## config.mk

```make
export PLATFORM = sky130hd
export DESIGN_NAME = fpp_flash_protect
export DESIGN_NICKNAME = d
export VERILOG_FILES = /design/src/fpp_area_check.v /design/src/fpp_word_timer.v /design/src/fpp_flash_protect.v
export VERILOG_INCLUDE_DIRS = /design/src
export SDC_FILE = /design/constraint.sdc
export NUM_CORES = 1
export LEC_CHECK = 0
export ABC_CLOCK_PERIOD_IN_PS = 7600
export BUFFER_PORTS_ARGS = -buffer_cell sky130_fd_sc_hd__buf_2
export CAP_MARGIN = 20
export CORE_MARGIN = 1
export CORE_UTILIZATION = 50
export CTS_CLUSTER_SIZE = 12
export DETAILED_ROUTE_END_ITERATION = 10
export PLACE_DENSITY = 0.72
export SYNTH_ARGS = -nofsm -noshare
export SYNTH_HDL_FRONTEND = slang
export SYNTH_SLANG_ARGS = --single-unit
```

## constraint.sdc

```tcl
create_clock -name clk_in -period 7.6 [get_ports clk_in]
set_input_delay 0.76 -clock clk_in [delete_from_list [all_inputs] [get_ports clk_in]]
set_output_delay 0.76 -clock clk_in [all_outputs]
set_load 0.01 [all_outputs]
```

## src/fpp_defs.vh

```
// Constants for the flash protection and word-program block.
`ifndef FPP_DEFS_VH
`define FPP_DEFS_VH

// ==========================================================================
// Register map (printed offsets are not word multiples: index times four)
`define FPP_IDX_STATUS     12'h105
`define FPP_IDX_COMMAND    12'h106
`define FPP_IDX_PROTECT    12'h104
`define FPP_IDX_CONFIG     12'h103
`define FPP_IDX_ADDR       12'h108
`define FPP_IDX_DATA       12'h109
`define FPP_IDX_STORE      12'h10a

// ==========================================================================
// Protection register fields
`define FPP_PR_OPEN        7
`define FPP_PR_HDIS        5
`define FPP_PR_HS_HI       4
`define FPP_PR_HS_LO       3
`define FPP_PR_LDIS        2
`define FPP_PR_LS_HI       1
`define FPP_PR_LS_LO       0

// ==========================================================================
// Status register fields
`define FPP_ST_CBEIF       7
`define FPP_ST_CCIF        6
`define FPP_ST_PROTECTION_VIOLATION_FLAG       5
`define FPP_ST_ACCESS_ERROR_FLAG      4
`define FPP_ST_BLANK       2

// ==========================================================================
// Commands, block geometry and timing
`define FPP_CMD_PROGRAM    8'h20
`define FPP_CMD_MASS_ERASE 8'h41
`define FPP_CMD_SECT_ERASE 8'h40
`define FPP_BLOCK_TOP      16'hffff
`define FPP_LOWER_BASE     16'h8000
`define FPP_ROW_WORDS_LOG2 5
`define FPP_PROG_TIME_NS   40000
`define FPP_BURST_TIME_NS  20000
`define FPP_CLK_PERIOD_NS  25
`define FPP_PROG_CYCLES    (`FPP_PROG_TIME_NS / `FPP_CLK_PERIOD_NS)
`define FPP_BURST_CYCLES   (`FPP_BURST_TIME_NS / `FPP_CLK_PERIOD_NS)
`define FPP_BLANK_BYTE     8'hff
`define FPP_NUM_BLOCKS     4

`endif

```

## src/fpp_area_check.v

```verilog
// Protection window check for one target address against one protection byte.
`default_nettype none
`include "fpp_defs.vh"

module fpp_area_check (
  // Protection setting
  input  wire [7:0]  prot_in,
  // Target
  input  wire [15:0] addr_in,
  input  wire        mass_in,
  // Result
  output reg         hit_out
);

  reg [15:0] upper_size;
  reg [15:0] lower_size;
  reg        in_upper;
  reg        in_lower;

  always @* begin
    upper_size = 16'h0000;
    lower_size = 16'h0000;
    case (prot_in[`FPP_PR_HS_HI:`FPP_PR_HS_LO])
      2'h0: upper_size = 16'h0800;
      2'h1: upper_size = 16'h1000;
      2'h2: upper_size = 16'h2000;
      default: upper_size = 16'h4000;
    endcase
    case (prot_in[`FPP_PR_LS_HI:`FPP_PR_LS_LO])
      2'h0: lower_size = 16'h0200;
      2'h1: lower_size = 16'h0400;
      2'h2: lower_size = 16'h0800;
      default: lower_size = 16'h1000;
    endcase
    // Upper area grows down from the block top; a set disable bit leaves it open.
    in_upper = !prot_in[`FPP_PR_HDIS] && (addr_in > (`FPP_BLOCK_TOP - upper_size));
    // Lower area grows up from its fixed base.
    in_lower = !prot_in[`FPP_PR_LDIS] && (addr_in >= `FPP_LOWER_BASE) &&
               (addr_in < (`FPP_LOWER_BASE + lower_size));
    if (!prot_in[`FPP_PR_OPEN]) begin
      hit_out = 1'b1;
    end else if (mass_in) begin
      hit_out = !(prot_in[`FPP_PR_HDIS] && prot_in[`FPP_PR_LDIS]);
    end else begin
      hit_out = in_upper || in_lower;
    end
  end

endmodule

`default_nettype wire

```

## src/fpp_word_timer.v

```verilog
// Program pulse timer: full time for a new row, half time for a burst in the same row.
`default_nettype none
`include "fpp_defs.vh"

module fpp_word_timer (
  // Clock and reset
  input  wire        clk_in,
  input  wire        reset_n_in,
  // Control
  input  wire        start_in,
  input  wire        burst_in,
  // Status
  output wire        busy_out,
  output reg         done_out
);

  localparam [31:0] PROG_CYC_W  = `FPP_PROG_CYCLES;
  localparam [31:0] BURST_CYC_W = `FPP_BURST_CYCLES;
  localparam [15:0] PROG_CYC    = PROG_CYC_W[15:0];
  localparam [15:0] BURST_CYC   = BURST_CYC_W[15:0];

  reg [15:0] count;

  assign busy_out = (count != 16'h0000);

  always @(posedge clk_in or negedge reset_n_in) begin
    if (!reset_n_in) begin
      count    <= 16'h0000;
      done_out <= 1'b0;
    end else begin
      done_out <= 1'b0;
      if (start_in) begin
        count <= burst_in ? BURST_CYC : PROG_CYC;
      end else if (count != 16'h0000) begin
        count <= count - 16'h0001;
        done_out <= (count == 16'h0001);
      end
    end
  end

endmodule

`default_nettype wire

```

## src/fpp_flash_protect.v

```verilog
// Flash protection registers, status and word-program command launch behind APB.
//
// Operation
// - Disable bit set leaves that area open
// - Upper area protected, sized by upper size
// - Lower area protected, sized by lower size
// - Upper size codes: 2k, 4k, 8k, 16k
// - Lower size codes: 512, 1k, 2k, 4k
// - Open bit zero protects whole block
// - Open bit one: areas decide protection
// - Command into protected area sets violation
// - Mass erase refused with access error; only program launches
// - Reset loads protection from stored bytes
// - Software may only clear protection bits
// - Stored bytes refused when block0 upper protected
// - Cleared open bit holds until reset
// - Error flags report failed launch
// - Flash blocked while busy; complete flag after
// - Same-row queued words burst, half time
// - Protection registers share address via select
// - Erased byte means protection disabled
`default_nettype none
`include "fpp_defs.vh"

module fpp_flash_protect (
  // Clock and reset
  input  wire        clk_in,
  input  wire        reset_n_in,
  // APB slave
  input  wire        psel_in,
  input  wire        penable_in,
  input  wire        pwrite_in,
  input  wire [11:0] paddr_in,
  input  wire [31:0] pwdata_in,
  output wire        pready_out,
  output wire        pslverr_out,
  output reg  [31:0] prdata_out,
  // Stored protection bytes, sampled on the first clock after reset is released
  input  wire [31:0] stored_prot_in,
  // Flash array program port
  output reg         prog_strobe_out,
  output reg  [15:0] prog_addr_out,
  output reg  [15:0] prog_data_out,
  output reg  [1:0]  prog_block_out,
  output wire        flash_busy_out
);

  // ==========================================================================
  // Register decode
  localparam [13:0] A_STATUS  = {`FPP_IDX_STATUS, 2'b00};
  localparam [13:0] A_COMMAND = {`FPP_IDX_COMMAND, 2'b00};
  localparam [13:0] A_PROTECT = {`FPP_IDX_PROTECT, 2'b00};
  localparam [13:0] A_CONFIG  = {`FPP_IDX_CONFIG, 2'b00};
  localparam [13:0] A_ADDR    = {`FPP_IDX_ADDR, 2'b00};
  localparam [13:0] A_DATA    = {`FPP_IDX_DATA, 2'b00};
  localparam [13:0] A_STORE   = {`FPP_IDX_STORE, 2'b00};

  localparam [1:0] S_IDLE = 2'h0;
  localparam [1:0] S_LOAD = 2'h1;
  localparam [1:0] S_RUN  = 2'h2;

  wire [13:0] byte_addr = {paddr_in, 2'b00};
  wire        access    = psel_in && penable_in;
  wire        wr        = access && pwrite_in;
  wire        hit_any   = (byte_addr == A_STATUS) || (byte_addr == A_COMMAND) ||
                          (byte_addr == A_PROTECT) || (byte_addr == A_CONFIG) ||
                          (byte_addr == A_ADDR) || (byte_addr == A_DATA) ||
                          (byte_addr == A_STORE);

  // Zero-wait slave; unmapped addresses answer with an error.
  assign pready_out  = 1'b1;
  assign pslverr_out = access && !hit_any;

  // ==========================================================================
  // State
  reg [1:0]  state;
  reg [7:0]  prot [0:`FPP_NUM_BLOCKS-1];
  reg [1:0]  block_sel;
  reg        cbeif;
  reg        ccif;
  reg        protection_violation_flag;
  reg        access_error_flag;
  reg [7:0]  command;
  reg [15:0] buf_addr;
  reg [15:0] buf_data;
  reg        addr_written;
  reg        cmd_written;
  reg        queued;
  reg [15:0] q_addr;
  reg [15:0] q_data;
  reg [1:0]  q_block;
  reg        has_last;
  reg [15:0] last_addr;

  wire       timer_busy;
  wire       timer_done;
  wire       prot_hit;
  wire       store_hit;
  wire [7:0] prot_active = prot[block_sel];
  wire       is_mass     = (command == `FPP_CMD_MASS_ERASE);

  fpp_area_check u_check (
    .prot_in (prot_active),
    .addr_in (buf_addr),
    .mass_in (is_mass),
    .hit_out (prot_hit)
  );

  // Stored bytes sit in the top 2k of block 0, inside its smallest upper area.
  fpp_area_check u_store (
    .prot_in (prot[0]),
    .addr_in (`FPP_BLOCK_TOP),
    .mass_in (1'b0),
    .hit_out (store_hit)
  );

  // ==========================================================================
  // Launch qualification
  wire w_status  = wr && (byte_addr == A_STATUS);
  wire launch    = w_status && pwdata_in[`FPP_ST_CBEIF] && cbeif;
  wire seq_ok    = addr_written && cmd_written && !buf_addr[0] &&
                   (command == `FPP_CMD_PROGRAM);
  wire launch_ok = launch && seq_ok && !prot_hit && !protection_violation_flag && !access_error_flag;
  wire same_row  = has_last &&
                   (buf_addr[15:`FPP_ROW_WORDS_LOG2+1] == last_addr[15:`FPP_ROW_WORDS_LOG2+1]);
  wire start     = (state == S_IDLE || timer_done) && queued;

  fpp_word_timer u_timer (
    .clk_in     (clk_in),
    .reset_n_in (reset_n_in),
    .start_in   (start),
    .burst_in   (same_row && timer_done),
    .busy_out   (timer_busy),
    .done_out   (timer_done)
  );

  assign flash_busy_out = !ccif;

  // ==========================================================================
  // Protection registers
  genvar g;
  generate
    for (g = 0; g < `FPP_NUM_BLOCKS; g = g + 1) begin : g_prot
      always @(posedge clk_in or negedge reset_n_in) begin
        if (!reset_n_in) begin
          prot[g] <= `FPP_BLANK_BYTE;
        end else if (state == S_LOAD) begin
          prot[g] <= stored_prot_in[8*g+7:8*g];
        end else if (wr && byte_addr == A_PROTECT && block_sel == g) begin
          // Only clears stick; the open bit once cleared stays cleared.
          prot[g] <= prot[g] & pwdata_in[7:0];
        end
      end
    end
  endgenerate

  // ==========================================================================
  // Command, status and sequencing
  always @(posedge clk_in or negedge reset_n_in) begin
    if (!reset_n_in) begin
      state           <= S_LOAD;
      block_sel       <= 2'h0;
      cbeif           <= 1'b1;
      ccif            <= 1'b1;
      protection_violation_flag           <= 1'b0;
      access_error_flag          <= 1'b0;
      command         <= 8'h00;
      buf_addr        <= 16'h0000;
      buf_data        <= 16'h0000;
      addr_written    <= 1'b0;
      cmd_written     <= 1'b0;
      queued          <= 1'b0;
      q_addr          <= 16'h0000;
      q_data          <= 16'h0000;
      q_block         <= 2'h0;
      has_last        <= 1'b0;
      last_addr       <= 16'h0000;
      prog_strobe_out <= 1'b0;
      prog_addr_out   <= 16'h0000;
      prog_data_out   <= 16'h0000;
      prog_block_out  <= 2'h0;
    end else begin
      prog_strobe_out <= 1'b0;
      case (state)
        S_LOAD: begin
          state <= S_IDLE;
        end
        S_IDLE, S_RUN: begin
          if (start) begin
            state           <= S_RUN;
            queued          <= 1'b0;
            cbeif           <= 1'b1;
            prog_strobe_out <= 1'b1;
            prog_addr_out   <= q_addr;
            prog_data_out   <= q_data;
            prog_block_out  <= q_block;
            last_addr       <= q_addr;
            has_last        <= 1'b1;
          end else if (timer_done && !queued) begin
            state    <= S_IDLE;
            ccif     <= 1'b1;
            has_last <= 1'b0;
          end
        end
        default: begin
          state <= S_IDLE;
        end
      endcase

      if (wr && byte_addr == A_CONFIG) begin
        block_sel <= pwdata_in[1:0];
      end
      if (wr && byte_addr == A_ADDR && cbeif) begin
        buf_addr     <= pwdata_in[15:0];
        addr_written <= 1'b1;
      end
      if (wr && byte_addr == A_DATA && cbeif) begin
        buf_data     <= pwdata_in[15:0];
      end
      if (wr && byte_addr == A_COMMAND && cbeif) begin
        command     <= pwdata_in[7:0];
        cmd_written <= 1'b1;
      end

      // Writes of one clear the error flags; a new error in the same cycle wins.
      if (w_status && pwdata_in[`FPP_ST_PROTECTION_VIOLATION_FLAG]) begin
        protection_violation_flag <= 1'b0;
      end
      if (w_status && pwdata_in[`FPP_ST_ACCESS_ERROR_FLAG]) begin
        access_error_flag <= 1'b0;
      end

      // A write to the stored bytes only raises a violation when block 0's top word is protected.
      if (wr && byte_addr == A_STORE && store_hit) begin
        protection_violation_flag <= 1'b1;
      end

      if (launch) begin
        addr_written <= 1'b0;
        cmd_written  <= 1'b0;
        if (!seq_ok) begin
          access_error_flag <= 1'b1;
        end else if (prot_hit) begin
          protection_violation_flag <= 1'b1;
        end else if (launch_ok) begin
          queued  <= 1'b1;
          q_addr  <= buf_addr;
          q_data  <= buf_data;
          q_block <= block_sel;
          cbeif   <= 1'b0;
          ccif    <= 1'b0;
        end
      end
    end
  end

  // ==========================================================================
  // Read data
  always @(posedge clk_in or negedge reset_n_in) begin
    if (!reset_n_in) begin
      prdata_out <= 32'h00000000;
    end else if (psel_in && !penable_in && !pwrite_in) begin
      case ({paddr_in, 2'b00})
        A_STATUS:  prdata_out <= {24'h000000, cbeif, ccif, protection_violation_flag, access_error_flag, 4'h0};
        A_COMMAND: prdata_out <= {24'h000000, command};
        A_PROTECT: prdata_out <= {24'h000000, prot_active};
        A_CONFIG:  prdata_out <= {30'h00000000, block_sel};
        A_ADDR:    prdata_out <= {16'h0000, buf_addr};
        A_DATA:    prdata_out <= {16'h0000, buf_data};
        A_STORE:   prdata_out <= {prot[3], prot[2], prot[1], prot[0]};
        default:   prdata_out <= 32'h00000000;
      endcase
    end
  end

  // Timer busy is informational only; completion is carried by its done pulse.
  wire unused_ok = timer_busy;

endmodule

`default_nettype wire

```

==> Flow_metrics.wiki <==
{| class="wikitable"
! Metric !! Value
|-
| Async SR Flop Fraction || 100%
|-
| Most frequent cells after synthesis || sky130_fd_sc_hd__nand2_1, sky130_fd_sc_hd__dfrtp_1, sky130_fd_sc_hd__o21ai_0
|-
| Part of the power in combinational logic || 4.8%
|-
| Final hold violation count || 0
|-
| Source of the critical timing path || block_sel[1]
|-
| Post-synthesis cell type with the largest combined area || sky130_fd_sc_hd__dfrtp_1
|-
| Placeable core region || 0.0180 mm2
|-
| Number of global-route vias before repair || 6796
|-
| Synthesized cell area || 0.00920 mm2
|-
| Global router's overall resource usage || 26.0%
|-
| Nets@finish || 1060
|-
| Post-Synthesis Net Count || 939
|-
| Sequential Power Share || 50.2%
|-
| Setup repair after global routing missed its margin || no
|-
| Number of register bits inferred by synthesis || 202
|-
| Buffers inserted by post-CTS timing repair || 0
|-
| Initial antenna violation count || 0
|-
| Number of unique standard cell types used by synthesis || 61
|-
| Iteration-0 DRC Markers || 667
|-
| Clock net sink count || 202
|-
| Capturing element type of the critical path || flop
|-
| DRC viols || 0
|-
| Wirelength, routed || 24000 um
|-
| First-pass GRT wire length || 37100 um
|-
| Count of synthesis-stage warnings from yosys || 0
|-
| Maximum buffer depth of the clock tree || 3
|-
| Critical Path RT || 7.98 ns
|-
| Switching power || 503 uW
|-
| Achievable frequency || 0.230 GHz
|-
| Clock Skews || 0.0132 ns
|-
| Count leader, synth || sky130_fd_sc_hd__nand2_1
|-
| Reported max-cap violation count || 0
|-
| Hold Path Class || in2async
|-
| Worst R2R Start || block_sel[1]
|-
| I/O pin count || 151
|-
| Final Cycle Share || 57.2%
|-
| Outcome || finished clean
|-
| Clock share of power || 45.0%
|-
| Maximum number of pins on one net before global-route repair || 126
|-
| Post-synth EDFFs || 0
|-
| Number of resized instances in the post-cts repair step || 0
|-
| Width of the die || 138 um
|-
| Normalized max-slew margin || 30.4%
|-
| Worst IR drop on VDD || 0.227 mV
|-
| Total number of vias || 7046
|-
| Type of the worst setup path || reg2reg
|-
| Layout cell share with drive strength beyond 1 || 29.7%
|-
| Mean cell area of the mapped netlist || 10.8 um2
|-
| Clock tree from TritonCTS || done
|-
| Critical Path Start Type || flop
|-
| Post-route design area || 0.0107 mm2
|-
| Pwr per Cell Area || 210 mW/mm2
|-
| Worst-path clk slew || 0.06 ns
|-
| Total internal power || 1740 uW
|-
| Last weighted congestion value of the routability-driven placer || 0.911
|-
| HPWL after detailed placement || 16800 um
|-
| Clock root buffer master || sky130_fd_sc_hd__clkbuf_16
|-
| Wire length per cell || 19.7 um
|-
| Number of antenna repair diodes || 0
|-
| Pin slew with the least headroom to its limit || 1.04 ns
|-
| Fraction of power spent switching nets || 22.4%
|-
| Critical path peak fanout || 26
|-
| Die area || 0.0190 mm2
|-
| Layout area overhead || 16.2%
|-
| Synth Flop Type || sky130_fd_sc_hd__dfrtp_1
|-
| Critical path arrival || 4.72 ns
|-
| Deepest level of the CTS H-tree || 1
|-
| Initial standard-cell utilization of the core || 51.1%
|-
| Latest clock arrival within the worst-skew pair || 0.50 ns
|-
| Number of placement rows || 49
|-
| Post-detailed-placement cell area || 0.00999 mm2
|-
| Drt pass-1 iters || 5
|-
| Post-synthesis sequential area ratio || 55.4%
|-
| Via/cell ratio || 5.80
|-
| Leakage dissipation || 0.00547 uW
|-
| Quantity of I/O buffers inserted on ports || 133
|-
| Number of buffers inserted during clock tree synthesis || 22
|-
| Power, Total || 2240 uW
|-
| Final ANT Viol Nets || 0
|-
| Die Y-Extent || 138 um
|-
| Remaining global-route overflow || 0
|-
| Hold-fix buffers, CTS || 0
|-
| Total negative setup slack || 0 ns
|-
| Top-area cell type share of the netlist area || 45.4%
|-
| Endpoints failing setup || 0
|-
| Pins Over Slew Limit || 0
|-
| Gate Count Post-Synth || 849
|-
| Period minus WS final || 4.34 ns
|-
| Most area-consuming cells after synthesis || sky130_fd_sc_hd__dfrtp_1, sky130_fd_sc_hd__dfstp_2, sky130_fd_sc_hd__mux2_2, sky130_fd_sc_hd__nand2_1, sky130_fd_sc_hd__o21ai_0
|}
cell usage in the layout, fill, tap and decap left out, drive strengths merged, types with 3 or more instances in the layout:
cell	instances
nand2	201
dfrtp	167
buf	138
o21ai	83
mux2	75
clkbuf	41
dfstp	35
nor2	31
nand3	30
xor2	14
a222oi	14
a21oi	10
and3	9
ha	9
nor2b	9
mux2i	8
nor3	8
nor4	8
mux4	7
a22o	7
xnor2	7
inv	6
nand2b	5
o211ai	5
nand4	5
or4	4
o21a	4
nand4b	4
a21o	4
and2	4
nor3b	4
o31ai	3
a31oi	3
a211oi	3
kinds of logic (layout without fill, tap and decap cells):
group,count (synthesis),count (layout),synth area share [%]
adders and majority gates,9,9,1.22
muxes,90,90,11.8
and+or+nand+nor,332,332,17.1
DFF,202,202,55.4
AOI/OAI and AO/OA,144,144,9.80
other,2,2,0.0816
buffers and inverters,49,186,2.65
xor gates and xnor gates,21,21,2.00
path summary, 6_finish.rpt:
kind,slack (ns),cells past startpoint,to
worst min-delay path,0.40,1,u_timer.count[11]
worst max-delay path,3.26,9,q_addr[4]
max in group asynchronous,5.63,2,buf_addr[2]
min in group clk_in,0.46,2,last_addr[0]
worst min register to register,0.46,2,last_addr[0]
worst max register to register,3.26,9,q_addr[4]
layout make-up:
cell class / instances / area (um2)
well taps: 229 / 287
inverters: 7 / 26.3
clock buffers: 40 / 679
multi-input cells: 598 / 3870
fillers: 1537 / 7330
repair buffers: 139 / 732
flip-flops and latches: 202 / 5100
per-layer routing:
layer / wire [um] / GRT usage (%) / up-vias / part of all wire [%]
met1: 10800 / 37.2 / 3492 / 45
met5: 0 / 0 / - / 0
li1: - / - / 3242 / -
met3: 1470 / 2.91 / 40 / 6.1
met2: 11300 / 41.5 / 272 / 47
met4: 469 / 7.69 / 0 / 2.0
sequential cells by signal (all words and copies together) (netlist names), 8 cells and up:
register       cells
command            8
last_addr         16
prot              32
buf_data          16
u_timer.count     16
q_data            16
prog_data_out     16
prdata_out        32
buf_addr          16
q_addr            16
per-stage QoR:
step | std cells | setup WS (ns) | hold WS (ns) | util (%)
floorplan | 849 | 4.16 | 0.431 | -
global placement | 1174 | 3.40 | 0.445 | 55.4
detailed placement | 1174 | 3.28 | 0.447 | 55.4
CTS | 1214 | 3.28 | 0.461 | 59.2
global route | 1215 | 3.08 | 0.474 | 59.3
finish | 1215 | 3.26 | 0.398 | 59.3
critical path, cell delays in order, from the launching register on:
cell and delay [ns]:
sky130_fd_sc_hd__dfrtp_1 0.82, sky130_fd_sc_hd__mux4_2 0.66, sky130_fd_sc_hd__and2_1 0.19, sky130_fd_sc_hd__ha_1 0.30
sky130_fd_sc_hd__nand4_1 0.10, sky130_fd_sc_hd__o41ai_1 0.42, sky130_fd_sc_hd__o31ai_1 0.19, sky130_fd_sc_hd__nor4_4 0.67
sky130_fd_sc_hd__buf_4 0.46, sky130_fd_sc_hd__mux2_2 0.39
power groups by stage:
| stage | logic, uW | registers [uW] | clock network (uW) |
|---|---|---|---|
| 2_1_floorplan | 45.7 | 1130 | 0 |
| 3_3_place_gp | 106 | 1140 | 0 |
| 3_5_place_dp | 107 | 1140 | 0 |
| 4_1_cts | 108 | 1120 | 1030 |
| 5_1_grt | 122 | 1130 | 1070 |
| 6_report | 108 | 1130 | 1010 |
Power figures use the tool's default switching activity.
